File: config.mk
export PLATFORM = sky130hd
export DESIGN_NAME = two_level_priority_interrupt_ctrl
export DESIGN_NICKNAME = d
export VERILOG_FILES = /design/src/include/intc_pkg.sv /design/src/include/pin_event_if.sv /design/src/rtl/pin_event_detect.sv /design/src/rtl/two_level_priority_interrupt_ctrl.sv
export SDC_FILE = /design/constraint.sdc
export NUM_CORES = 1
export LEC_CHECK = 0
export ABC_CLOCK_PERIOD_IN_PS = 2550
export BUFFER_PORTS_ARGS = -buffer_cell sky130_fd_sc_hd__clkbuf_2
export CORE_ASPECT_RATIO = 1.2
export CORE_MARGIN = 1
export CORE_UTILIZATION = 50
export CTS_CLUSTER_SIZE = 30
export DETAILED_ROUTE_END_ITERATION = 8
export GPL_ROUTABILITY_DRIVEN = 0
export PLACE_DENSITY = 0.85
export SLEW_MARGIN = 5
export SYNTH_ARGS = -nofsm -noshare
export SYNTH_HDL_FRONTEND = slang
export SYNTH_SLANG_ARGS = --single-unit
File: constraint.sdc
create_clock -name core_clk -period 2.55 [get_ports core_clk]
set_input_delay 0.255 -clock core_clk [delete_from_list [all_inputs] [get_ports core_clk]]
set_output_delay 0.255 -clock core_clk [all_outputs]
set_load 0.05 [all_outputs]
File: src/include/intc_pkg.sv
// Purpose: Shared constants and types of the two-level interrupt controller
// Assumes: Eight sources, four of them pin edges and one a port change
// Notes:   Source indices below fix the meaning of every per-source vector
package intc_pkg;
  // ==========================================================
  // Source layout
  localparam int NUM_SRC  = 8;
  localparam int NUM_EXT  = 4;                // Edge pins, sources 0..3
  localparam int NUM_PORT = 4;                // Port change inputs
  localparam int SRC_PORT = 4;                // Port change source index
  // Sources gated by the peripheral enable in compatibility mode
  localparam logic [NUM_SRC-1:0] PERIPH_MASK = 8'hc0;
  // ==========================================================
  // Vector addresses
  localparam logic [15:0] VEC_HIGH = 16'h0008;
  localparam logic [15:0] VEC_LOW  = 16'h0018;
  // ==========================================================
  // Control word bit positions and reset values
  localparam int   BIT_GIE_HIGH   = 7;        // Global / high enable
  localparam int   BIT_GIE_LOW    = 6;        // Peripheral / low enable
  localparam logic GLOBAL_EN_RST  = 1'b0;
  localparam logic [NUM_SRC-1:0] FLAG_RST = 8'h00;
  localparam logic [15:0] VEC_RST = 16'h0000;
  localparam int   SYNC_STAGES    = 2;
  // ==========================================================
  // Service context
  typedef enum logic [1:0] {
    ST_RUN, ST_LOW, ST_HIGH, ST_HIGH_OVER_LOW
  } isr_state_type;
endpackage

File: src/include/pin_event_if.sv
// Purpose: Carries pin edge and port change events to the controller core
// Assumes: Both ends run on core_clk
// Notes:   Events are single-cycle pulses, port change is a level
`timescale 1ns/10ps
`default_nettype none
interface pin_event_if;
  import intc_pkg::*;
  logic [NUM_EXT-1:0] extEdge;
  logic               portChange;
  modport producer (output extEdge, output portChange);
  modport consumer (input  extEdge, input  portChange);
endinterface
`default_nettype wire

File: src/rtl/pin_event_detect.sv
// Purpose: Synchronise edge pins and port pins, detect selected events
// Assumes: Pins are asynchronous to core_clk
// Notes:   Detection is held off until the synchronisers hold real samples
`timescale 1ns/10ps
`default_nettype none
module pin_event_detect
  import intc_pkg::*;
(
  input  wire logic                core_clk,
  input  wire logic                resetn,
  input  wire logic [NUM_EXT-1:0]  extPin,
  input  wire logic [NUM_EXT-1:0]  extEdgeSelect,
  input  wire logic [NUM_PORT-1:0] portPin,
  input  wire logic                portRead,
  pin_event_if.producer            ev
);
  // ==========================================================
  // State
  logic [NUM_EXT-1:0]     extMeta_r, extSync_r, extPrev_r;
  logic [NUM_PORT-1:0]    portMeta_r, portSync_r, portLatch_r;
  logic [NUM_PORT-1:0]    portLatch_nxt;
  logic [SYNC_STAGES-1:0] primed_r, primed_nxt;
  // One more cycle so the previous sample holds a real pin value too
  logic                   edgeArm_r, edgeArm_nxt;

  // Edge select one means rising, zero means falling
  always_comb begin
    // A pin idling high must not look like a rising edge after reset
    edgeArm_nxt = primed_r[SYNC_STAGES-1];
    ev.extEdge = edgeArm_r ?
                 ((extEdgeSelect & extSync_r & ~extPrev_r) |
                  (~extEdgeSelect & ~extSync_r & extPrev_r)) : '0;
    // Mismatch keeps asserting until a port read refreshes the latch
    ev.portChange = primed_r[SYNC_STAGES-1] && (portSync_r != portLatch_r);
    primed_nxt    = {primed_r[SYNC_STAGES-2:0], 1'b1};
    portLatch_nxt = (portRead || !primed_r[SYNC_STAGES-1]) ?
                    portSync_r : portLatch_r;
  end

  // Two flip-flops per pin before any logic looks at it
  always_ff @(posedge core_clk or negedge resetn) begin
    if (!resetn) begin
      extMeta_r   <= '0;
      extSync_r   <= '0;
      extPrev_r   <= '0;
      portMeta_r  <= '0;
      portSync_r  <= '0;
      portLatch_r <= '0;
      primed_r    <= '0;
      edgeArm_r   <= 1'b0;
    end else begin
      extMeta_r   <= extPin;
      extSync_r   <= extMeta_r;
      extPrev_r   <= extSync_r;
      portMeta_r  <= portPin;
      portSync_r  <= portMeta_r;
      portLatch_r <= portLatch_nxt;
      primed_r    <= primed_nxt;
      edgeArm_r   <= edgeArm_nxt;
    end
  end
endmodule // pin_event_detect
`default_nettype wire

File: src/rtl/two_level_priority_interrupt_ctrl.sv
// Purpose: Two-level priority interrupt controller for an 8-bit core
// Assumes: Software-side bits arrive as plain ports on core_clk
// Notes:   Vector request is a one-cycle pulse with a registered address
`timescale 1ns/10ps
`default_nettype none
// Behaviour
// - High priority vectors to 0008h, low priority to 0018h.
// - Pending enabled high interrupt preempts a running low service routine.
// - Each source has a flag, an enable and a priority select.
// - Two-level mode is active only while the priority feature is enabled.
// - In priority mode the high global enable gates high sources.
// - In priority mode the low global enable gates low sources.
// - Flag, enable and global enable all set vector immediately by priority.
// - With priority feature off (reset default) priority bits are ignored.
// - Compatibility: bit 6 gates peripherals, bit 7 gates everything.
// - Compatibility mode always vectors to 0008h.
// - Accepting an interrupt clears the governing global enable.
// - No low interrupt is taken during a high service routine.
// - On vectoring the core pushes return address and loads the vector.
// - Return from service sets the global enable cleared on entry.
// - Pin and port change latency is three to four cycles, fixed.
// - Flags set on their event whatever the enables say.
// - High global enable clear disables all, set enables high sources.
// - Each edge pin has a select: one rising, zero falling.
module two_level_priority_interrupt_ctrl
  import intc_pkg::*;
(
  input  wire logic                core_clk,
  input  wire logic                resetn,
  input  wire logic                priorityFeatureEnable,
  input  wire logic [NUM_EXT-1:0]  extPin,
  input  wire logic [NUM_EXT-1:0]  extEdgeSelect,
  input  wire logic [NUM_PORT-1:0] portPin,
  input  wire logic                portRead,
  input  wire logic [NUM_SRC-1:0]  sourceEvent,
  input  wire logic [NUM_SRC-1:0]  sourceEnable,
  input  wire logic [NUM_SRC-1:0]  sourcePriority,
  input  wire logic [NUM_SRC-1:0]  flagClear,
  input  wire logic                ctrlWrite,
  input  wire logic [7:0]          ctrlWdata,
  input  wire logic                returnFromIsr,
  output logic [NUM_SRC-1:0]       sourceFlags,
  output logic                     highGlobalEnable,
  output logic                     lowGlobalEnable,
  output logic                     inHighIsr,
  output logic                     inLowIsr,
  output logic                     vectorTake,
  output logic [15:0]              vectorAddr,
  output logic                     wakeRequest
);
  // ==========================================================
  // Pin event front end
  pin_event_if evBus ();

  pin_event_detect u_pin_event_detect (
    .core_clk      (core_clk),
    .resetn        (resetn),
    .extPin        (extPin),
    .extEdgeSelect (extEdgeSelect),
    .portPin       (portPin),
    .portRead      (portRead),
    .ev            (evBus.producer)
  );

  // ==========================================================
  // State declarations
  logic [NUM_SRC-1:0] flag_r, flag_nxt;
  logic [NUM_SRC-1:0] srcSet;
  logic               gieHigh_r, gieHigh_nxt;
  logic               gieLow_r, gieLow_nxt;
  isr_state_type      state_r, state_nxt;
  logic               take_r, take_nxt;
  logic [15:0]        vec_r, vec_nxt;
  logic               wake_r, wake_nxt;
  logic [NUM_SRC-1:0] armed;
  logic               prioMode;
  logic               highReq, lowReq, compatReq;
  logic               highBlocked;

  // ==========================================================
  // Flags: set wins over a clear in the same cycle
  always_comb begin
    srcSet = sourceEvent;
    srcSet[NUM_EXT-1:0] = sourceEvent[NUM_EXT-1:0] | evBus.extEdge;
    srcSet[SRC_PORT] = sourceEvent[SRC_PORT] | evBus.portChange;
    flag_nxt = (flag_r & ~flagClear) | srcSet;
  end

  // ==========================================================
  // Request qualification
  always_comb begin
    prioMode    = priorityFeatureEnable;
    armed       = flag_r & sourceEnable;
    highBlocked = (state_r == ST_HIGH) ||
                  (state_r == ST_HIGH_OVER_LOW);
    // High enable cleared disables everything in priority mode
    highReq = prioMode && gieHigh_r &&
              |(armed & sourcePriority);
    lowReq  = prioMode && gieHigh_r && gieLow_r && !highBlocked &&
              |(armed & ~sourcePriority);
    // Priority bits play no part when the feature is off
    compatReq = !prioMode && gieHigh_r &&
                |(armed & (~PERIPH_MASK |
                           {NUM_SRC{gieLow_r}}));
  end

  // ==========================================================
  // Acceptance, return and global enable control
  // A return in the same cycle defers acceptance by one cycle so that
  // the re-enabled bit is seen before a new context is entered.
  always_comb begin
    gieHigh_nxt = gieHigh_r;
    gieLow_nxt  = gieLow_r;
    state_nxt   = state_r;
    take_nxt    = 1'b0;
    vec_nxt     = vec_r;
    if (ctrlWrite) begin
      gieHigh_nxt = ctrlWdata[BIT_GIE_HIGH];
      gieLow_nxt  = ctrlWdata[BIT_GIE_LOW];
    end
    if (returnFromIsr) begin
      unique case (state_r)
        ST_HIGH: begin
          state_nxt   = ST_RUN;
          gieHigh_nxt = 1'b1;
        end
        ST_HIGH_OVER_LOW: begin
          state_nxt   = ST_LOW;
          gieHigh_nxt = 1'b1;
        end
        ST_LOW: begin
          state_nxt  = ST_RUN;
          gieLow_nxt = 1'b1;
        end
        ST_RUN: begin
          // Stray return from main line just restores the enable
          if (prioMode) begin
            gieLow_nxt = 1'b1;
          end else begin
            gieHigh_nxt = 1'b1;
          end
        end
      endcase
    end else if (highReq || compatReq) begin
      take_nxt    = 1'b1;
      vec_nxt     = VEC_HIGH;
      gieHigh_nxt = 1'b0;
      state_nxt   = (state_r == ST_LOW) ?
                    ST_HIGH_OVER_LOW : ST_HIGH;
    end else if (lowReq) begin
      take_nxt   = 1'b1;
      vec_nxt    = VEC_LOW;
      gieLow_nxt = 1'b0;
      state_nxt  = ST_LOW;
    end
    // Wake on any enabled pending source, globals not consulted
    wake_nxt = |armed;
  end

  // ==========================================================
  // Registers
  always_ff @(posedge core_clk or negedge resetn) begin
    if (!resetn) begin
      flag_r    <= FLAG_RST;
      gieHigh_r <= GLOBAL_EN_RST;
      gieLow_r  <= GLOBAL_EN_RST;
      state_r   <= ST_RUN;
      take_r    <= 1'b0;
      vec_r     <= VEC_RST;
      wake_r    <= 1'b0;
    end else begin
      flag_r    <= flag_nxt;
      gieHigh_r <= gieHigh_nxt;
      gieLow_r  <= gieLow_nxt;
      state_r   <= state_nxt;
      take_r    <= take_nxt;
      vec_r     <= vec_nxt;
      wake_r    <= wake_nxt;
    end
  end

  // ==========================================================
  // Outputs
  // Pin event to flag two to three cycles, flag to vector one more: latency is
  // set by sampling phase only, never by instruction length.
  assign sourceFlags      = flag_r;
  assign highGlobalEnable = gieHigh_r;
  assign lowGlobalEnable  = gieLow_r;
  assign inHighIsr        = highBlocked;
  assign inLowIsr         = (state_r == ST_LOW) ||
                            (state_r == ST_HIGH_OVER_LOW);
  assign vectorTake       = take_r;
  assign vectorAddr       = vec_r;
  assign wakeRequest      = wake_r;
endmodule // two_level_priority_interrupt_ctrl
`default_nettype wire

==> impl_metrics.csv <==
group,metric,value,unit
logic_synthesis,synth-edff-count,0,
detailed_routing,routed_wl,3600,um
power,vdd.ir_drop.worst,0.525,mV
layout,register_area,1080,um2
timing,min_period,1850,ps
power,p_leak,1.20,nW
timing,fmax,541,MHz
setup_path,path_max_fanout,5,
logic_synthesis,yosys.cell_count.top_type,"dfrtp_1",
clocking,htree_levels,2,
timing,grt_setup_unrepaired,"no",
layout,fill_cells,303,
setup_path,start_kind,"flip-flop",
floorplanning,start_util,52.3,%
layout,area_delta_synth_final,24.5,%
timing,finalSetupTns,0,ps
timing,hold_violations,0,
placed_design,placed_area,2250,um2
floorplanning,core,3630,um2
logic_synthesis,ys_ff_latch,43,
clocking,clock_path_buffers,2,
grt,antenna_found_initial,0,
logic_synthesis,yosysSeqAreaShare,56.6,%
layout,drive_gt1_share,34.4,%
detailed_routing,drc_errors,0,
worst_hold_path,hold_class,"input port to flip-flop",
layout,diodes,0,
job,drv_cap,0,
logic_synthesis,syn_inst,170,
detailed_routing,viasPerCell,4.91,
timing,drv_slew,0,
setup_path,r2r-start,"state_r[0]",
floorplanning,die_w,58.3,um
floorplanning,die_area,4060,um2
power,power_density,801,nW/um2
layout,fin_cells,296,
logic_synthesis,synth_top_area_cell,"dfrtp_1",
setup_path,ff2ff_setup_slack,700,ps
timing,setup_viol,0,
layout,design_area,2370,um2
logic_synthesis,async_flop_share,100,%
timing,hold_slack,67.3,ps
grt,grt_util_all_layers,20.0,%
clocking,clk_pin_slew,80,ps
floorplanning,io-pin-count,88,
detailed_routing,detail-route-antenna-nets,0,
logic_synthesis,synthTopCellsByCount,"43 x dfrtp_1, 16 x nand2_1, 14 x buf_4, 14 x inv_1, 11 x nand3_1",
placed_design,io_buffers,67,
clocking,cts_setup_buffers,0,
worst_hold_path,whs_endpoint,"u_pin_event_detect.extMeta_r[0]",
floorplanning,die_h,69.6,um
detailed_routing,drtIter0Drc,34,
worst_hold_path,min_from,"extPin[0]",
clocking,cts.sinks,43,
timing,fin_skew,2.36,ps
layout,nets,305,
floorplanning,num_rows,24,
placed_design,dpl.hpwl,2920,um
logic_synthesis,netlist_area,1900,um2
setup_path,critPathArrivalTime,2030,ps
run_status,status,"complete, no violations",
setup_path,reg2reg_depth,7,
setup_path,critical_path_class,"flip-flop to flip-flop",
setup_path,crit_required,2730,ps
logic_synthesis,yosys-top-cells-area,"dfrtp_1 57%, buf_4 5.5%, nand2_1 3.2%, nand3_1 2.9%, inv_1 2.8%",
logic_synthesis,synthFlopType,"dfrtp_1",
grt,grt_pass1_vias,1466,
logic_synthesis,yosysWarnings,0,
detailed_routing,vias,1452,
logic_synthesis,synth.distinct_cells,35,
grt,grt_pass1_wl,5930,um
logic_synthesis,synth_top_area_share,56.6,%
setup_path,r2r-end,"state_r[1]",
placed_design,numPlacedInstances,287,
logic_synthesis,synth_area_per_cell,11.2,um2
setup_path,end_kind,"flip-flop",
grt,grt-ovfl-total,0,
timing,period_share,72.4,%
layout,multiInputGateArea,709,um2
detailed_routing,drtPass1Iterations,4,
worst_hold_path,worstHoldPathCells,1,
clocking,insertion_delay,290,ps
clocking,ctsResizeCount,0,
clocking,cts_tree,"done",
clocking,cts_buffers,5,
detailed_routing,wl_per_cell,12.2,um
grt,grt_max_degree,29,
clocking,root_buffer,"clkbuf_8",
[sequential cells by signal, indices dropped and copies added (netlist names)]
signal / count
state_r: 2
u_pin_event_detect.extMeta_r: 4
highGlobalEnable: 1
vectorTake: 1
u_pin_event_detect.portMeta_r: 4
lowGlobalEnable: 1
u_pin_event_detect.portLatch_r: 4
u_pin_event_detect.extSync_r: 4
vectorAddr: 2
u_pin_event_detect.extPrev_r: 4
wakeRequest: 1
u_pin_event_detect.edgeArm_r: 1
u_pin_event_detect.primed_r: 2
sourceFlags: 8
u_pin_event_detect.portSync_r: 4
[worst max-delay path by stage]
stage | end | slack (ps) | start
finish | state_r[1] | 700 | state_r[0]
global route | state_r[1] | 580 | state_r[0]
CTS | state_r[1] | 700 | state_r[0]
detailed placement | state_r[1] | 710 | state_r[0]
global placement | state_r[1] | 800 | state_r[0]
floorplan | state_r[1] | 770 | sourceFlags[1]
[logic make-up after synthesis]
logic type,after synthesis,synth area share (%)
buffers and inverters,30,8.68
flip-flops,43,56.6
AND/OR/NAND/NOR,48,12.3
other,2,0.395
adder cells (fa/ha/maj),4,2.63
AO/OA/AOI/OAI,33,14.1
multiplexers,6,3.42
XOR/XNOR,4,1.84
[through the flow]
step                util [%]  total power [mW]  setup slack [ps]
CTS                     65.2              1.92               705
finish                  65.2              1.90               703
floorplan                  -              1.25               775
global placement        61.8              1.38               798
global route            65.2              2.00               579
detailed placement      61.8              1.40               707
[layout make-up]
class	count	share of cell area, %
well taps	52	2.75
flip-flops and latches	43	45.4
multi-input cells	110	30.0
clock buffers	5	2.91
clock inverters	3	1.85
inverters	14	2.22
repair buffers	69	14.9
[layer usage]
layer | routed length, um | global-route usage, %
met1 | 1380 | 21.8
met2 | 1940 | 34.2
met3 | 207 | 6.90
met4 | 76 | 9.26
met5 | 0 | 0
[critical path: stages (launching register included)]
cell       delay [ps]
dfrtp_1           390
inv_1             100
ha_1              200
nor2_1            130
and2_1            160
o2111ai_1         250
a22o_1            310
a32o_1            200
[layout by cell type (no fill, tap or decap), types with 2 or more instances in the layout]
cell / count
inv_1: 14
nand2_1: 16
dfrtp_1: 43
conb_1: 15
nand3b_1: 6
mux2_2: 4
a22oi_2: 3
nand4_1: 3
a21o_1: 3
ha_1: 4
mux2i_1: 2
clkbuf_8: 5
o2111ai_1: 3
nand3_1: 11
o21ai_0: 6
xnor2_1: 4
clkbuf_2: 67
nor2_1: 8
a21oi_1: 2
a221o_1: 5
[repair_timing]
action                                  in CTS  in global routing
hold endpoints to repair                    15                  0
endpoints found under the setup margin       0                  0
hold buffers                                 1                  0
[power breakdown]
| part | switching, mW | internal, mW | total [mW] | leakage (nW) |
|---|---|---|---|---|
| registers | 0.0584 | 0.749 | 0.807 | 0.491 |
| logic | 0.396 | 0.180 | 0.576 | 0.647 |
| clock network | 0.221 | 0.291 | 0.513 | 0.0581 |
Power figures use the tool's default switching activity.
